**src/pkg/wdu_pkg.sv**
```systemverilog
package wdu_pkg;

   // Register indices; byte address is four times the index
   localparam logic [5:0] WDU_IDX_CTRL = 6'h00;
   localparam logic [5:0] WDU_IDX_STAT = 6'h01;
   localparam logic [7:0] WDU_ADDR_CTRL = {WDU_IDX_CTRL, 2'h0};
   localparam logic [7:0] WDU_ADDR_STAT = {WDU_IDX_STAT, 2'h0};

   // Control field positions
   localparam int WDU_WIN_MSB = 7;
   localparam int WDU_WIN_LSB = 4;
   localparam int WDU_PER_MSB = 3;
   localparam int WDU_PER_LSB = 0;

   // Status field positions, and reset values of status and control
   localparam int WDU_LOCK_BIT = 7;
   localparam int WDU_BUSY_BIT = 0;
   localparam logic [7:0] WDU_STAT_RST = 8'h00;
   localparam logic [7:0] WDU_CTRL_RST = 8'h00;

   // Period codes and lengths in watchdog clock ticks
   localparam logic [3:0] WDU_CODE_OFF = 4'h0;
   localparam logic [3:0] WDU_CODE_MIN = 4'h1;
   localparam logic [3:0] WDU_CODE_MAX = 4'hB;
   localparam logic [13:0] WDU_BASE_TICKS = 14'h0008;

   // Watchdog ticks needed to carry a control write across
   localparam logic [1:0] WDU_SYNC_TICKS = 2'h2;

   // Instruction steps after the key that end the protected write window
   localparam logic [2:0] WDU_UNLOCK_INSTR = 3'h4;

   typedef enum logic [1:0] {
      WDU_OFF,
      WDU_NORMAL,
      WDU_CLOSED,
      WDU_OPEN
   } wdu_state_t;

endpackage

```
**src/rtl/wdu_unlock.sv**
```systemverilog
`timescale 1ns/1ps
module wdu_unlock
   import wdu_pkg::*;
(
   input wire logic pclk,
   input wire logic presetn,
   input wire logic pce,
   input wire logic key_written,
   input wire logic instr_step,
   input wire logic consume,
   output logic unlocked
);

   logic [2:0] budget_r;
   logic [2:0] budget_nxt;

   ////////////////////////////////////////////////////////////////////
   // Key opens a window of a few instructions; a protected write
   // closes it, so one key buys at most one protected write.
   always_comb begin
      budget_nxt = budget_r;
      if (consume) begin
         budget_nxt = 3'h0;
      end else if (instr_step && budget_r != 3'h0) begin
         budget_nxt = budget_r - 3'h1;
      end
      if (key_written) begin
         budget_nxt = WDU_UNLOCK_INSTR;
      end
   end

   always_ff @(posedge pclk or negedge presetn) begin
      if (!presetn) begin
         budget_r <= 3'h0;
      end else if (pce) begin
         budget_r <= budget_nxt;
      end
   end

   assign unlocked = (budget_r != 3'h0);

endmodule

```
**src/rtl/wdu_core.sv**
```systemverilog
//
// Behaviour
// - Protected write needs key within four instructions
// - Unkeyed protected writes are silently dropped
// - Control and lock share one key
// - Control at 0x00: window 7:4, period 3:0
// - Window codes 1..B select window mode
// - Codes 1..B give 8..8192 watchdog ticks
// - Period codes 1..B enable, zero and reserved codes disable
// - Window mode: period sets open window
// - Lock set makes control read-only
// - Outside debug mode, software may only set lock
// - Lock clears only in debug mode
// - Nonzero fuse period sets lock at boot
// - Busy set on control write during crossing
// - Busy clears when crossing completes
// - Busy flag is not key protected
// - Status at 0x04, lock bit7, busy bit0
// - Control reset value comes from fuse
// - Restart begins new period; expiry resets
// - Closed-window restart resets; armed after restart
//
`timescale 1ns/1ps
module wdu_core
   import wdu_pkg::*;
(
   input wire logic pclk,
   input wire logic presetn,
   input wire logic pce,
   input wire logic [7:0] paddr,
   input wire logic psel,
   input wire logic penable,
   input wire logic pwrite,
   input wire logic [31:0] pwdata,
   output logic [31:0] prdata,
   output logic pready,
   output logic pslverr,
   input wire logic key_written,
   input wire logic instr_step,
   input wire logic restart_instr,
   input wire logic wdt_tick,
   input wire logic debug_mode,
   input wire logic [7:0] fuse_cfg,
   output logic sys_reset_req
);

   ////////////////////////////////////////////////////////////////////
   // Declarations

   logic boot_done_r;
   logic [7:0] ctrl_r;
   logic [7:0] cfg_act_r;
   logic lock_r;
   logic busy_r;
   logic [1:0] sync_cnt_r;
   logic restart_pend_r;
   logic sys_reset_r;
   logic [13:0] cnt_r;
   wdu_state_t state_r;
   logic [31:0] prdata_r;
   logic pslverr_r;

   logic setup;
   logic access;
   logic wr_ctrl;
   logic wr_stat;
   logic unlocked;
   logic ctrl_take;
   logic lock_set;
   logic lock_clr;
   logic [13:0] per_len;
   logic [13:0] win_len;
   logic timeout_hit;
   logic closed_hit;
   logic mapped;
   logic sync_done;

   ////////////////////////////////////////////////////////////////////
   // Period decode; reserved codes give zero, which means disabled

   function automatic logic [13:0] wdu_len(input logic [3:0] code);
      logic [3:0] sh;
      sh = code - WDU_CODE_MIN;
      if (code == WDU_CODE_OFF || code > WDU_CODE_MAX) begin
         wdu_len = 14'h0000;
      end else begin
         wdu_len = WDU_BASE_TICKS << sh;
      end
   endfunction

   assign per_len = wdu_len(cfg_act_r[WDU_PER_MSB:WDU_PER_LSB]);
   assign win_len = wdu_len(cfg_act_r[WDU_WIN_MSB:WDU_WIN_LSB]);

   ////////////////////////////////////////////////////////////////////
   // APB decode

   assign setup = psel && !penable;
   assign access = psel && penable && pce;
   assign mapped = (paddr == WDU_ADDR_CTRL) || (paddr == WDU_ADDR_STAT);
   assign wr_ctrl = access && pwrite && (paddr == WDU_ADDR_CTRL) && boot_done_r;
   assign wr_stat = access && pwrite && (paddr == WDU_ADDR_STAT) && boot_done_r;

   // Zero wait states: the answer is prepared during the setup cycle
   assign pready = 1'b1;
   assign prdata = prdata_r;
   assign pslverr = pslverr_r;

   ////////////////////////////////////////////////////////////////////
   // Timed unlock

   wdu_unlock u_unlock (
      .pclk(pclk),
      .presetn(presetn),
      .pce(pce),
      .key_written(key_written),
      .instr_step(instr_step),
      .consume(wr_ctrl || wr_stat),
      .unlocked(unlocked)
   );

   // Both the control word and the lock bit hang off the same key
   assign ctrl_take = wr_ctrl && unlocked && !lock_r;
   assign lock_set = wr_stat && unlocked && pwdata[WDU_LOCK_BIT];
   // Lock can be dropped only with the CPU halted
   assign lock_clr = wr_stat && unlocked && !pwdata[WDU_LOCK_BIT] && debug_mode;

   ////////////////////////////////////////////////////////////////////
   // Boot load from the fuse; the fuse is sampled after reset release,
   // never through the asynchronous reset itself

   always_ff @(posedge pclk or negedge presetn) begin
      if (!presetn) begin
         boot_done_r <= 1'b0;
      end else if (pce) begin
         boot_done_r <= 1'b1;
      end
   end

   always_ff @(posedge pclk or negedge presetn) begin
      if (!presetn) begin
         ctrl_r <= WDU_CTRL_RST;
      end else if (pce) begin
         if (!boot_done_r) begin
            ctrl_r <= fuse_cfg;
         end else if (ctrl_take) begin
            ctrl_r <= pwdata[7:0];
         end
      end
   end

   ////////////////////////////////////////////////////////////////////
   // Lock bit

   always_ff @(posedge pclk or negedge presetn) begin
      if (!presetn) begin
         lock_r <= WDU_STAT_RST[WDU_LOCK_BIT];
      end else if (pce) begin
         if (!boot_done_r) begin
            lock_r <= (fuse_cfg[WDU_PER_MSB:WDU_PER_LSB] != WDU_CODE_OFF);
         end else if (lock_set) begin
            lock_r <= 1'b1;
         end else if (lock_clr) begin
            lock_r <= 1'b0;
         end
      end
   end

   ////////////////////////////////////////////////////////////////////
   // Crossing of the control word into the watchdog tick domain.
   // The boot value crosses too, so busy is also seen right after boot.
   // A write while busy restarts the crossing; software should not
   // rely on that.

   // Last tick of the crossing
   assign sync_done = busy_r && wdt_tick && sync_cnt_r == WDU_SYNC_TICKS - 2'h1;

   always_ff @(posedge pclk or negedge presetn) begin
      if (!presetn) begin
         busy_r <= WDU_STAT_RST[WDU_BUSY_BIT];
      end else if (pce) begin
         if (!boot_done_r || ctrl_take) begin
            busy_r <= 1'b1;
         end else if (sync_done) begin
            busy_r <= 1'b0;
         end
      end
   end

   // Tick count of the crossing in flight
   always_ff @(posedge pclk or negedge presetn) begin
      if (!presetn) begin
         sync_cnt_r <= 2'h0;
      end else if (pce) begin
         if (!boot_done_r || ctrl_take || sync_done) begin
            sync_cnt_r <= 2'h0;
         end else if (busy_r && wdt_tick) begin
            sync_cnt_r <= sync_cnt_r + 2'h1;
         end
      end
   end

   always_ff @(posedge pclk or negedge presetn) begin
      if (!presetn) begin
         cfg_act_r <= WDU_CTRL_RST;
      end else if (pce) begin
         if (sync_done && !ctrl_take) begin
            cfg_act_r <= ctrl_r;
         end
      end
   end

   ////////////////////////////////////////////////////////////////////
   // Restart request, applied at the next watchdog tick.
   // A new request in the same cycle as a tick survives the clear.

   always_ff @(posedge pclk or negedge presetn) begin
      if (!presetn) begin
         restart_pend_r <= 1'b0;
      end else if (pce) begin
         restart_pend_r <= restart_instr || (restart_pend_r && !wdt_tick);
      end
   end

   ////////////////////////////////////////////////////////////////////
   // Watchdog counter and window phase

   assign timeout_hit = wdt_tick && !restart_pend_r && !debug_mode
      && (state_r == WDU_NORMAL || state_r == WDU_OPEN)
      && per_len != 14'h0000 && cnt_r == per_len - 14'h0001;
   assign closed_hit = wdt_tick && restart_pend_r && !debug_mode
      && state_r == WDU_CLOSED && per_len != 14'h0000;

   // Window phase
   always_ff @(posedge pclk or negedge presetn) begin
      if (!presetn) begin
         state_r <= WDU_OFF;
      end else if (pce) begin
         if (debug_mode) begin
            // Halted CPU: first period after exit is normal
            state_r <= (per_len == 14'h0000) ? WDU_OFF : WDU_NORMAL;
         end else if (per_len == 14'h0000) begin
            state_r <= WDU_OFF;
         end else if (wdt_tick) begin
            case (state_r)
               WDU_OFF: begin
                  // Freshly enabled: window not armed until first restart
                  state_r <= WDU_NORMAL;
               end
               WDU_NORMAL, WDU_OPEN: begin
                  if (restart_pend_r) begin
                     state_r <= (win_len != 14'h0000) ? WDU_CLOSED : WDU_NORMAL;
                  end
               end
               WDU_CLOSED: begin
                  if (win_len == 14'h0000) begin
                     state_r <= WDU_NORMAL;
                  end else if (cnt_r == win_len - 14'h0001) begin
                     state_r <= WDU_OPEN;
                  end
               end
               default: begin
                  state_r <= WDU_OFF;
               end
            endcase
         end
      end
   end

   // Tick counter of the current phase
   always_ff @(posedge pclk or negedge presetn) begin
      if (!presetn) begin
         cnt_r <= 14'h0000;
      end else if (pce) begin
         if (debug_mode || per_len == 14'h0000) begin
            // Halted CPU or disabled unit: count starts over
            cnt_r <= 14'h0000;
         end else if (wdt_tick) begin
            case (state_r)
               WDU_NORMAL, WDU_OPEN: begin
                  if (restart_pend_r || cnt_r == per_len - 14'h0001) begin
                     cnt_r <= 14'h0000;
                  end else begin
                     cnt_r <= cnt_r + 14'h0001;
                  end
               end
               WDU_CLOSED: begin
                  if (win_len == 14'h0000 || cnt_r == win_len - 14'h0001) begin
                     cnt_r <= 14'h0000;
                  end else begin
                     cnt_r <= cnt_r + 14'h0001;
                  end
               end
               default: begin
                  cnt_r <= 14'h0000;
               end
            endcase
         end
      end
   end

   ////////////////////////////////////////////////////////////////////
   // System reset request; held until the system reset clears it

   always_ff @(posedge pclk or negedge presetn) begin
      if (!presetn) begin
         sys_reset_r <= 1'b0;
      end else if (pce) begin
         if (timeout_hit || closed_hit) begin
            sys_reset_r <= 1'b1;
         end
      end
   end

   assign sys_reset_req = sys_reset_r;

   ////////////////////////////////////////////////////////////////////
   // Read data and error, captured in the setup cycle

   // Unmapped offsets answer with an error
   always_ff @(posedge pclk or negedge presetn) begin
      if (!presetn) begin
         pslverr_r <= 1'b0;
      end else if (pce && setup) begin
         pslverr_r <= !mapped;
      end
   end

   always_ff @(posedge pclk or negedge presetn) begin
      if (!presetn) begin
         prdata_r <= 32'h0000_0000;
      end else if (pce) begin
         if (setup) begin
            if (paddr == WDU_ADDR_CTRL) begin
               prdata_r <= {24'h00_0000, ctrl_r};
            end else if (paddr == WDU_ADDR_STAT) begin
               // Busy reads straight through; no key involved
               prdata_r <= {24'h00_0000, lock_r, 6'h00, busy_r};
            end else begin
               prdata_r <= 32'h0000_0000;
            end
         end
      end
   end

endmodule

```
**config.mk**
```make
export PLATFORM = sky130hd
export DESIGN_NAME = wdu_core
export DESIGN_NICKNAME = d
export VERILOG_FILES = /design/src/pkg/wdu_pkg.sv /design/src/rtl/wdu_unlock.sv /design/src/rtl/wdu_core.sv
export SDC_FILE = /design/constraint.sdc
export NUM_CORES = 1
export LEC_CHECK = 0
export ABC_AREA = 1
export BUFFER_PORTS_ARGS = -buffer_cell sky130_fd_sc_hd__buf_4
export CAP_MARGIN = 20
export CORE_UTILIZATION = 49
export CTS_BUF_LIST = sky130_fd_sc_hd__clkbuf_4 sky130_fd_sc_hd__clkbuf_8 sky130_fd_sc_hd__clkbuf_16
export DETAILED_ROUTE_END_ITERATION = 8
export PLACE_DENSITY_LB_ADDON = 0.3
export SKIP_CTS_REPAIR_TIMING = 1
export SLEW_MARGIN = 20
export SYNTH_ARGS = -nofsm -noshare
export SYNTH_HDL_FRONTEND = slang
export SYNTH_SLANG_ARGS = --single-unit
```
**constraint.sdc**
```tcl
create_clock -name pclk -period 2.4 [get_ports pclk]
set_clock_uncertainty 0.2 [all_clocks]
set_input_delay 0.12 -clock pclk [delete_from_list [all_inputs] [get_ports pclk]]
set_output_delay 0.12 -clock pclk [all_outputs]
set_load 0.02 [all_outputs]
```
After elaboration in Yosys (flattened, before gate mapping)
Cells that the tools add are included.
{"block": "totals", "ff_bits": 75, "out_inout_bits": 35}
{"block": "classes", "n_addsub": 7, "n_lt_le_gt_ge": 2, "n_eq_ne": 11, "shifts": 2, "n_mux": 30, "n_reduce_logical": 76}
{"op": "14-bit 2-to-1 mux", "n": 6}
{"op": "8-bit 2-to-1 mux", "n": 4}
{"op": "1-bit logical AND", "n": 29}
{"op": "14-bit == test", "n": 2}
{"op": "14-bit logical NOT", "n": 2}
{"op": "14-bit case mux with 2 select lines", "n": 1}
{"op": "14-bit nonzero test", "n": 2}
{"op": "4-bit by 4-bit << shifter with 14-bit output (first input constant)", "n": 2}
{"op": "14-bit by 1-bit subtractor with 14-bit output (second input constant)", "n": 2}
{"op": "2-bit 2-to-1 mux", "n": 9}
{"op": "2-bit AND reduction", "n": 9}
{"op": "14-bit by 1-bit adder with 14-bit output (second input constant)", "n": 1}
{"op": "1-bit logical OR", "n": 12}
{"op": "1-bit logical NOT", "n": 9}
{"op": "3-bit 2-to-1 mux", "n": 3}
{"op": "3-bit nonzero test", "n": 3}
{"op": "8-bit by 3-bit == test with 1-bit output (second input constant)", "n": 1}
{"op": "4-bit greater-than comparator (second input constant)", "n": 2}
{"op": "4-bit logical NOT", "n": 2}
{"op": "8-bit logical NOT", "n": 1}
{"op": "4-bit by 1-bit subtractor with 4-bit output (second input constant)", "n": 2}
{"op": "1-bit 2-to-1 mux", "n": 6}
{"op": "2-bit case mux with 3 select lines", "n": 1}
{"op": "2-bit nonzero test", "n": 3}
{"op": "other kinds (12)", "n": 14}

Longest topological paths before layout
Gate-level depths: netlist of the first run.
{"block": "depth", "ltp_word": 11, "ltp_mapped": 18, "depth_no_buf": 17}

By module
A second synthesis of the first run with hierarchy kept.
{"block": "hier_totals", "cells_unflattened": 555, "hier_area_um2": 3681.0}
{"mod": "wdu_core", "n_inst": 1, "cells_each": 529, "area_per_inst_um2": 3484.6, "seq_area_each_um2": 1201.2}
{"mod": "wdu_unlock", "n_inst": 1, "cells_each": 26, "area_per_inst_um2": 196.4, "seq_area_each_um2": 75.1}

Worst setup path before layout of the first run
OpenSTA, ideal clock, no wires.
{"block": "synth_timing", "path_kind": "reg2reg", "from": "register cfg_act_r[5]", "to": "register cnt_r[10]", "arrival_time_ns": 2.098, "required_time_ns": 2.083, "path_slack_ns": -0.016, "path_stages_with_launch": 18, "n_path_buf": 1, "synth_period_minus_slack_ns": 2.416, "path_cell_list": "dfrtp_1 nor2_1 nand2_1 ha_1 inv_1 nand2_1 nand2_1 nor2_1 nand2_1 nor2_1 nand3_1 nor2_1 nand3_1 o21ai_2 nand3_2 buf_6 nand3_1 nand2_1"}
{"block": "synth_via", "elab_chain_cells": 10, "word_cells_on_any_way": 14, "classes_between": "2 x add/sub; 1 x order compare; 1 x eq/ne; 1 x shift; 5 x mux; 4 x reduce/logical"}
{"item": "start: declaration", "line_no": "wdu_core.sv:52", "rtl": "logic [7:0] cfg_act_r;"}
{"item": "start signal: assignment", "line_no": "wdu_core.sv:207", "rtl": "cfg_act_r <= ctrl_r;"}
{"item": "4-bit by 1-bit subtractor with 4-bit output (tied with other cells)", "line_no": "wdu_core.sv:83", "rtl": "sh = code - WDU_CODE_MIN;"}
{"item": "4-bit by 4-bit << shifter with 14-bit output or 1-bit logical OR (tied branches)", "line_no": "wdu_core.sv:87, wdu_core.sv:84"}
{"item": "14-bit 2-to-1 mux (*)", "line_no": "wdu_core.sv:84", "rtl": "if (code == WDU_CODE_OFF || code > WDU_CODE_MAX) begin"}
{"item": "14-bit by 1-bit subtractor with 14-bit output", "line_no": "wdu_core.sv:287", "rtl": "if (win_len == 14'h0000 || cnt_r == win_len - 14'h0001) begin"}
{"item": "14-bit == test", "line_no": "wdu_core.sv:287"}
{"item": "1-bit logical OR (*)", "line_no": "wdu_core.sv:287"}
{"item": "14-bit 2-to-1 mux (*)", "line_no": "wdu_core.sv:287"}
{"item": "14-bit case mux with 2 select lines (*)", "line_no": "wdu_core.sv:278", "rtl": "case (state_r)"}
{"item": "14-bit 2-to-1 mux (*)", "line_no": "wdu_core.sv:277", "rtl": "end else if (wdt_tick) begin"}
{"item": "14-bit 2-to-1 mux (*)", "line_no": "wdu_core.sv:274", "rtl": "if (debug_mode || per_len == 14'h0000) begin"}
{"item": "end signal: assignment", "line_no": "wdu_core.sv:283", "rtl": "cnt_r <= cnt_r + 14'h0001;"}
{"item": "end signal: assignment", "line_no": "wdu_core.sv:290", "rtl": "cnt_r <= cnt_r + 14'h0001;"}
{"item": "end: declaration", "line_no": "wdu_core.sv:58", "rtl": "logic [13:0] cnt_r;"}
Mark *: on every way between the ends. The rest lies on a longest branch, timed or not. The select of a mux whose other input is x is not followed.
A chain may end at the register's enable or synchronous reset.

Worst setup path after layout of the first run
{"block": "layout_timing", "from": "register cfg_act_r[6]", "to": "register cnt_r[1]"}
The elaborated chain is that of the path after synthesis.

==> metrics.txt, run 1 <==
outcome finished, violations left; failing checks hold timing, setup timing; TritonCTS clock tree built; initial core utilization 50.7%; CP Launch Type flop; Buffers on Ports 44; die width 88.9 um; Cell Area, Synth 3700 um^2; CTS root buf clkbuf_8; final setup TNS -1.86 ns; first-pass GRT wire length 15.1 mm; num rows 31; DRT Pass-1 Iters 5; Synth cell types 37; DP Area 4210 um^2; Synth area leaders dfrtp_1, nand2_1, nand3_1; Detail Placement HPWL 6.97 mm; DRC viols 0; fin area 4800 um^2; WP buf/inv 2; power per cell area 824 nW/um^2; Num CTS Buffers 5; largest net degree at the start of global routing 52; Synth Register Bits 51; Diodes inserted 0; Sink Count 51; met3 Usage GRT 3.60%; CP max stage cell dfrtp_1; Max Slew Vio Count 0; worst endpoint required time 2.41 ns; initial antenna violation count 0; CP dominant cell by count nand2_1; grt met1 use 31.9%; Worst Path Arrival 2.56 ns; Core Area 7290 um^2; syn_area_per_cell 6.65 um^2; Post-Route WL 9.96 mm; Post-Syn Instances 556; Final Non-Filler Cells 756; H-tree depth 2; Largest stage delay, worst path 0.43 ns; cell accounting for the most synthesized area dfrtp_1; Max rail drop VDD 0.539 mV; full die area 7900 um^2; Slew @ Worst Pin 0.662 ns; ANT nets after route 0; placed insts 713; Synth Warn # 0; DR vias/cell 5.20; gr ovfl total 0; P&R area growth vs syn 29.7%; # setup viols final 14; Hold Fails Final Rpt 4; slew margin rel. 55.9%; critical setup path kind flop to flop; Tcrit/Tclk final 106%; wire per inst 13.2 um; Worst-Skew Late Latency 0.32 ns; # IOs 94; via count 3,932; grt peak-use layer met2; Synth top area share 34.5%; unrepaired setup endpoints after global routing yes; fmax 393 MHz; CP endpoint kind flop; vias in the first global route 3,499; Period minus WS final 2.55 ns; LEAKAGE 0.00234 uW; CP cell instances nor2_4 > nand3_2 > ha_4 > inv_2 > nand2_1 > nand2_1 > nor2_1 > nand2_1 > nor2_1 > nand3_1 > nor2_1 > nand3_1 > o21ai_4 > buf_4 > nand3_4 > nand3_1 > nand2_1; GPL Wtd Cong 0.929; hold_ws -0.0104 ns; clk buf depth 2; 1st-iter DRT viols 313; register area share after synthesis 34.5%; final core area utilization 65.8%; Clock Pin Slew Worst Setup and Hold Paths 0.11 ns; GRT Total Usage 24.6%; Max FO, Critical Path 7; Hold Path Class primary input to flop; chip height 88.9 um; total of max-cap violations 0; ratio of cells with drive above 1 in the final layout 20.9%; worst setup margin -0.146 ns; delay-heaviest family, CP simple AND/OR/NAND/NOR gates; Final nets 721; Fill cells 620; grt met2 use 41.6%
cell usage after synthesis:
master,n
a21boi_0,2
xor2_1,6
dfrtp_1,51
inv_2,4
clkbuf_1,6
o21a_1,2
nor3b_1,3
o211ai_1,1
nand2_1,168
buf_4,25
nand3_2,1
a21oi_1,13
nor3_2,1
nand2_2,3
buf_6,2
nand4_1,16
and3_1,1
o31ai_1,8
xnor2_1,1
o21ai_0,24
clkbuf_2,1
nor2_1,59
o22ai_1,1
or2_2,1
ha_1,6
nor3_1,9
nor2_4,1
o21ai_2,3
nand3_1,56
nand3b_1,2
clkinv_1,1
buf_2,6
inv_1,55
nor2_2,1
conb_1,2
a31oi_1,13
nor4_1,1
report_power, final:
part,internal (uW),switching (uW),leakage (uW)
sequential,997,124,0.000657
clock,217,334,0.0000467
combinational,916,1370,0.00163
worst register-to-register path, stage by stage, from the launching register on:
cell and delay [ns]:
dfrtp_1 0.43, nor2_4 0.17, nand3_2 0.10, ha_4 0.28
inv_2 0.03, nand2_1 0.05, nand2_1 0.07, nor2_1 0.08
nand2_1 0.05, nor2_1 0.08, nand3_1 0.07, nor2_1 0.08
nand3_1 0.12, o21ai_4 0.21, buf_4 0.18, nand3_4 0.12
nand3_1 0.09, nand2_1 0.05
layout make-up:
class	instances	area, um^2	area share [%]
clock buffer	5	68.8	1.43
sequential	51	1280	26.6
clock inverter	3	27.5	0.574
inverter	60	228	4.75
multi-input combinational	430	2190	45.6
timing repair buffer	108	886	18.5
tap	99	124	2.58
routing by layer:
| layer | vias to the layer above | part of all wire [%] | wire length [um] |
|---|---|---|---|
| met5 | - | 0 | 0 |
| met4 | 0 | 3.1 | 307 |
| met3 | 33 | 5.5 | 544 |
| met2 | 147 | 48 | 4740 |
| met1 | 1786 | 44 | 4370 |
| li1 | 1966 | - | - |
worst paths after layout:
check / from / end / slack [ns] / cells after the start
worst max-delay path: cfg_act_r[6] / cnt_r[1] / -0.15 / 17
worst min-delay path: debug_mode / state_r[1] / -0.01 / 4
worst max register to register: cfg_act_r[6] / cnt_r[1] / -0.15 / 17
worst min register to register: prdata[2] / prdata[2] / 0.30 / 2
max in group asynchronous: presetn / cfg_act_r[5] / 1.34 / 2
min in group asynchronous: presetn / cnt_r[10] / 0.15 / 2
registers in the layout, summed over array words and instances (netlist names):
| register | count |
|---|---|
| u_unlock.budget_r | 3 |
| prdata | 8 |
| pslverr | 1 |
| cfg_act_r | 8 |
| ctrl_r | 8 |
| lock_r | 1 |
| busy_r | 1 |
| state_r | 2 |
| cnt_r | 14 |
| sys_reset_req | 1 |
| restart_pend_r | 1 |
| sync_cnt_r | 2 |
| boot_done_r | 1 |
placed cells by master, fill, tap and decap left out, types with 4 or more instances in the layout:
cell type / count
nand3_1: 46
dlygate4sd3_1: 24
xor2_1: 6
a21oi_1: 13
conb_1: 25
nor2_1: 54
ha_1: 5
inv_1: 50
nand2_2: 7
o21ai_0: 21
nand2_1: 164
nor3_1: 8
a31oi_1: 13
buf_6: 4
nor2_2: 5
dfrtp_1: 50
o31ai_1: 8
clkbuf_8: 5
inv_2: 8
nand4_1: 16
buf_4: 80
nand3_2: 9
through the flow:
step	power (uW)	setup WS, ns
finish	3950	-0.146
global route	4240	-0.340
CTS	3600	-0.217
detailed placement	3050	-0.188
global placement	2990	-0.152
floorplan	2450	0.0185
kinds of logic (layout without fill, tap and decap cells):
family,Yosys count,in the layout,share of synthesized area [%]
fa+ha+maj,6,6,2.03
xor+xnor,7,7,1.66
other cells,2,25,0.203
flops,51,51,34.5
simple gates,323,324,37.6
buf+inv,100,176,13.3
compound gates,67,68,10.7
(Power assumes the default switching activity.)
==> run 2: changes to the inputs <==
--- a/config.mk
+++ b/config.mk
@@ -5,7 +5,6 @@
 export SDC_FILE = /design/constraint.sdc
 export NUM_CORES = 1
 export LEC_CHECK = 0
-export ABC_AREA = 1
 export BUFFER_PORTS_ARGS = -buffer_cell sky130_fd_sc_hd__buf_4
 export CAP_MARGIN = 20
 export CORE_UTILIZATION = 49
==> run 2 against run 1 <==
  * Worst hold slack worse by 0.020 ns
  * Synthesized area is 0.47% lower
  * Fmax is 15% lower
  * Cell count is 16% lower
  * The run still ends with hold timing, setup timing left
  * Non-clock buffer count is 15 higher
  * Die area is 0.46% lower
==> metrics.txt, run 2 <==
unrepaired setup endpoints after global routing yes; Final Non-Filler Cells 636 (-16%); TritonCTS clock tree built; DRC viols 0 (unchanged); largest net degree at the start of global routing 52 (unchanged); full die area 7870 um^2 (-0.46%); syn_area_per_cell 8.31 um^2 (+25%); outcome finished, violations left; Final nets 602 (-17%); sequential cell area 1280 um^2 (about the same); num rows 31 (unchanged); vias in the first global route 3,130 (-11%); critical setup path kind flop to flop; power per cell area 802 nW/um^2 (-2.7%); Worst-Skew Late Latency 0.31 ns (about the same); LEAKAGE 0.00226 uW (-3.2%); ys flop type dfrtp_1; Core Area 7250 um^2 (-0.53%); Fill cells 583 (-6.0%); failing checks hold timing, setup timing; compound-cell area share of the yosys netlist 18.8% (+8.0 points); initial antenna violation count 0 (unchanged); Detail Placement HPWL 6.61 mm (-5.2%); total of max-cap violations 0 (unchanged); max reg flops 14 (unchanged); Post-Route WL 9.38 mm (-5.9%); Num CTS Buffers 5 (unchanged); Max rail drop VDD 0.475 mV (-12%); cell accounting for the most synthesized area dfrtp_1; Post-synth ARST share 100% (unchanged); CP cell instances nor2_4 > nand3b_1 > ha_4 > nor2b_4 > a2111o_1 > o211ai_1 > o221ai_1 > o41ai_2 > o22ai_2 > and3_1 > a221o_1; most common cell in the netlist nand2_1; Cell Area, Synth 3680 um^2 (-0.47%); slew margin rel. 55.7% (-0.18 points); Synth cell types 67 (+81%); r2r endpoint cnt_r[13]; chip height 88.7 um (-0.23%); Hold Path Class primary input to flop; area share of fa/ha/maj cells after synthesis 2.04% (+0.0097 points); via count 3,512 (-11%); Hold Crit Start paddr[2]; # IOs 94 (unchanged); wire per inst 14.7 um (+12%); GRT Total Usage 23.9% (-0.65 points); Synth Register Bits 51 (unchanged); Max FO, Critical Path 5 (-2); Post-Syn Instances 443 (-20%); largest family of logic cells by synthesized area simple AND/OR/NAND/NOR gates; ratio of cells with drive above 1 in the final layout 26.4% (+5.6 points); worst setup margin -0.597 ns (-0.450 ns); final core area utilization 66.0% (+0.20 points); CP endpoint kind flop; Synth area leaders dfrtp_1, nand2_1, buf_4; # setup viols final 17 (+3); initial core utilization 50.8% (about the same); XOR/XNOR share of the synthesized area 3.09% (+1.4 points); ANT nets after route 0 (unchanged); Sink Count 51 (unchanged); Biggest register cnt_r; Slew @ Worst Pin 0.665 ns (+0.00274 ns); die width 88.7 um (-0.23%); register-to-register setup slack -0.60 ns (-0.45 ns); CP Launch Type flop; DR vias/cell 5.52 (+6.2%); Largest stage delay, worst path 0.42 ns (about the same); multiplexer area fraction after synthesis 5.98% (+6.0 points); P&R area growth vs syn 30.0%; Period minus WS final 3.00 ns (+0.450 ns); EDFF count, synth 0 (unchanged); Diodes inserted 0 (unchanged); Buffers on Ports 44 (unchanged); simple logic cell fraction of the synthesized area 24.8% (-13 points); Clock Pin Slew Worst Setup and Hold Paths 0.10 ns (about the same); R2R Path Start cfg_act_r[7]; Worst Path Arrival 3.00 ns (+0.44 ns); first-pass GRT wire length 14.6 mm (-3.4%); most common cell after layout, fill and taps aside buf_4; DRT Pass-1 Iters 4 (-1); most frequent cells in the layout buf_4, nand2_1, dfrtp_1, conb_1, nand3_1; register area share after synthesis 34.7% (+0.16 points); Hold Path Cell Cnt 3 (-1); Power Total 3840 uW (-2.9%); Tcrit/Tclk final 125% (+19 points); CP max stage cell o41ai_2; GPL Wtd Cong 0.853 (-8.1%); Synth top area share 34.7% (+0.16 points); H-tree depth 2 (unchanged); clk buf depth 2 (unchanged); Max Slew Vio Count 0 (unchanged); top cells by count, synth nand2_1, dfrtp_1, buf_4, nand3_1, nor2_1; Multi-input gate area 2260 um^2 (+3.5%); CTS root buf clkbuf_8; placed insts 605 (-15%); gr ovfl total 0 (unchanged); final setup TNS -8.45 ns (-6.59 ns); 1st-iter DRT viols 222 (-29%); hold_ws -0.0304 ns (-0.0200 ns); Hold EP prdata[0]; worst endpoint required time 2.40 ns (about the same); reg2reg path depth 11 (-6); Synth Warn # 0 (unchanged); fmax 334 MHz (-15%); Hold Fails Final Rpt 3 (-1)
==> run 2: cell types whose count changed after synthesis, moves of 15 or more <==
cell	delta
inv_1	-40
nand3_1	-32
nand2_1	-112
o21ai_1	+15
nor2_1	-38
==> run 2: critical path, delay by kind of cell (launching register included) <==
| family | cells | cell delay (ns) |
|---|---|---|
| and+or+nand+nor | 4 | 0.61 |
| adders and majority gates | 1 | 0.21 |
| DFF | 1 | 0.41 |
| AOI/OAI and AO/OA | 6 | 1.48 |
==> run 2: layout make-up <==
type / count / share of cell area, %
multi-input combinational: 341 / 47.3
sequential: 51 / 26.7
timing repair buffer: 123 / 20.5
tap: 99 / 2.59
clock buffer: 6 / 1.73
inverter: 15 / 1.18
clock inverter: 1 / 0.105
==> run 2: how the worst max path moves through the flow <==
stage | from | end | slack (ns)
6_report | cfg_act_r[7] | cnt_r[13] | -0.60
5_1_grt | cfg_act_r[4] | state_r[1] | -0.71
4_1_cts | cfg_act_r[0] | cnt_r[13] | -0.78
3_5_place_dp | cfg_act_r[0] | cnt_r[13] | -0.77
3_3_place_gp | cfg_act_r[0] | cnt_r[13] | -0.62
2_1_floorplan | cfg_act_r[7] | cnt_r[13] | -0.83
==> run 2: cell families after synthesis <==
kind of cell / count (synthesis)
and+or+nand+nor: 174
AOI/OAI and AO/OA: 102
buffers and inverters: 74
DFF: 51
muxes: 21
xor gates and xnor gates: 13
adders and majority gates: 6
other: 2
==> run 2: power breakdown <==
group          total [uW]  switching [uW]  internal [uW]
logic                2210            1150           1060
clock network         509             282            227
registers            1120             130            991
total                3840            1560           2280
==> run 2: metal layers <==
| layer | global-route usage (%) | routed length [um] | vias up |
|---|---|---|---|
| met4 | 6.16 | 91 | 0 |
| met3 | 3.92 | 369 | 11 |
| met5 | 0 | 0 | - |
| met2 | 41.8 | 4890 | 104 |
| li1 | - | - | 1718 |
| met1 | 30.7 | 4030 | 1679 |
==> run 2: per-stage QoR <==
step / area (um^2) / hold WS, ns / worst slack (ns)
2_1_floorplan: 3860 / -0.376 / -0.832
3_3_place_gp: 4330 / -0.0111 / -0.621
3_5_place_dp: 4330 / -0.00559 / -0.773
4_1_cts: 4420 / -0.344 / -0.777
5_1_grt: 4790 / 0.0116 / -0.709
6_report: 4790 / -0.0304 / -0.597
==> run 3: changes to the inputs <==
--- a/config.mk
+++ b/config.mk
@@ -12,6 +12,7 @@
 export DETAILED_ROUTE_END_ITERATION = 8
 export PLACE_DENSITY_LB_ADDON = 0.3
 export SKIP_CTS_REPAIR_TIMING = 1
+export SKIP_LAST_GASP = 1
 export SLEW_MARGIN = 20
 export SYNTH_ARGS = -nofsm -noshare
 export SYNTH_HDL_FRONTEND = slang
==> run 3 against run 2 <==
  * The flow still finishes with violations (hold timing, setup timing)
  * Die area stayed put
  * Setup slack worse by 0.00086 ns
  * Sequential power about the same
  * First-iteration DRC count increased by 8.6%
  * Fmax about the same
  * Global-route usage unchanged
  * Largest power group unchanged
==> metrics.txt, run 3 (synthesis results as in run 2) <==
ratio of cells with drive above 1 in the final layout 25.7% (-0.74 points); Tcrit/Tclk final 125% (about the same); Buffers on Ports 44 (unchanged); # IOs 94 (unchanged); outcome finished, violations left; DRT Pass-1 Iters 6 (+2); initial antenna violation count 0 (unchanged); via count 3,512 (unchanged); chip height 88.7 um (unchanged); Detail Placement HPWL 6.61 mm (unchanged); DRC viols 0 (unchanged); P&R area growth vs syn 29.5%; gr ovfl total 0 (unchanged); H-tree depth 2 (unchanged); max reg flops 14 (unchanged); first-pass GRT wire length 14.6 mm (unchanged); Biggest register cnt_r; Multi-input gate area 2240 um^2 (-0.77%); GRT Total Usage 23.9% (unchanged); CP cell instances nor2_4 > nand3b_1 > ha_4 > nor2b_4 > a2111o_1 > o211ai_1 > o221ai_1 > o41ai_2 > buf_4 > a211oi_4 > a2111oi_2 > nand2b_1; DR vias/cell 5.52 (unchanged); Clock Pin Slew Worst Setup and Hold Paths 0.09 ns (about the same); # setup viols final 17 (unchanged); DP Area 4330 um^2 (unchanged); Sink Count 51 (unchanged); total of max-cap violations 0 (unchanged); Worst Path Arrival 3.04 ns (+0.04 ns); Power Total 3830 uW (-0.20%); CTS root buf clkbuf_8; Max FO, Critical Path 5 (unchanged); Hold Path Class primary input to flop; CP Launch Type flop; failing checks hold timing, setup timing; Slew @ Worst Pin 0.667 ns (+0.00252 ns); Core Area 7250 um^2 (unchanged); delay-heaviest family, CP compound AO/OA/AOI/OAI gates; LEAKAGE 0.00226 uW (-0.33%); initial core utilization 50.8% (unchanged); num rows 31 (unchanged); WP buf/inv 1 (+1); most common cell after layout, fill and taps aside buf_4; Max Slew Vio Count 0 (unchanged); Num CTS Buffers 5 (unchanged); sequential cell area 1280 um^2 (unchanged); Hold Fails Final Rpt 3 (unchanged); Worst-Skew Late Latency 0.31 ns (about the same); vias in the first global route 3,130 (unchanged); pre-CTS WS -0.773 ns (unchanged); CP endpoint kind flop; worst setup margin -0.597 ns (-0.000863 ns); die width 88.7 um (unchanged); Hold Path Cell Cnt 3 (unchanged); slew margin rel. 55.5% (-0.17 points); clk buf depth 2 (unchanged); CP max stage cell o41ai_2; GPL Wtd Cong 0.853 (unchanged); wire per inst 14.7 um (-0.27%); Final nets 602 (unchanged); largest net degree at the start of global routing 52 (unchanged); worst endpoint required time 2.44 ns (+0.04 ns); Period minus WS final 3.00 ns (+0.000863 ns); full die area 7870 um^2 (unchanged); 1st-iter DRT viols 241 (+8.6%); power per cell area 803 nW/um^2 (+0.17%); Post-Route WL 9.35 mm (-0.27%); hold_ws -0.0291 ns (+0.00128 ns); reg2reg path depth 12 (+1); unrepaired setup endpoints after global routing yes; Fill cells 585 (+0.34%); fmax 334 MHz (about the same); ANT nets after route 0 (unchanged); critical setup path kind flop to flop; TritonCTS clock tree built; Crit path depth 12 (+1); Max rail drop VDD 0.475 mV (about the same); most frequent cells in the layout buf_4, nand2_1, dfrtp_1, conb_1, nand3_1; Largest stage delay, worst path 0.42 ns (about the same); fin area 4770 um^2 (-0.37%); Diodes inserted 0 (unchanged)
## run 3: cell counts in the layout (fill, tap and decap cells not counted)
Identical to the previous run, type by type.
## run 3: worst register-to-register path: stages (launching register included)
cell and delay, ns:
dfrtp_1 0.41, nor2_4 0.13, nand3b_1 0.13, ha_4 0.21, nor2b_4 0.13, a2111o_1 0.36
o211ai_1 0.10, o221ai_1 0.16, o41ai_2 0.43, buf_4 0.19, a211oi_4 0.04, a2111oi_2 0.32
nand2b_1 0.14
## run 3: final timing paths
kind	startpoint	end	slack (ns)
worst max-delay path	cfg_act_r[7]	state_r[1]	-0.60
worst min register to register	sys_reset_req	sys_reset_req	0.27
worst max register to register	cfg_act_r[7]	state_r[1]	-0.60
min in group asynchronous	presetn	cnt_r[3]	0.16
max in group asynchronous	presetn	ctrl_r[5]	1.36
worst min-delay path	paddr[2]	prdata[0]	-0.03
## run 3: layer usage
metal	vias to the layer above	routed length (um)	GRT usage [%]
met5	-	0	0
met4	0	80	6.16
met3	9	429	3.92
met2	115	4850	41.8
met1	1669	4000	30.7
li1	1719	-	-
## run 3: final cells by class
| cell class | instances | share of cell area [%] |
|---|---|---|
| Sequential cell | 51 | 26.8 |
| Inverter | 15 | 1.18 |
| Timing Repair Buffer | 123 | 20.5 |
| Multi-Input combinational cell | 341 | 47.1 |
| Clock buffer | 6 | 1.73 |
| Clock inverter | 1 | 0.105 |
| Tap cell | 99 | 2.60 |
## run 3: where the power goes
group          internal [uW]  switching (uW)  total, uW
clock                    227             284        511
sequential               991             130       1120
combinational           1060            1140       2200
## run 3: metrics by stage
stage	hold WS (ns)	util [%]	std cells	setup TNS, ns
finish	-0.0291	65.7	636	-8.41
global route	0.0116	65.7	636	-10.16
CTS	-0.344	61.0	612	-11.52
detailed placement	-0.00559	59.8	605	-12.87
global placement	-0.0111	59.8	605	-10.27
floorplan	-0.376	-	466	-11.38
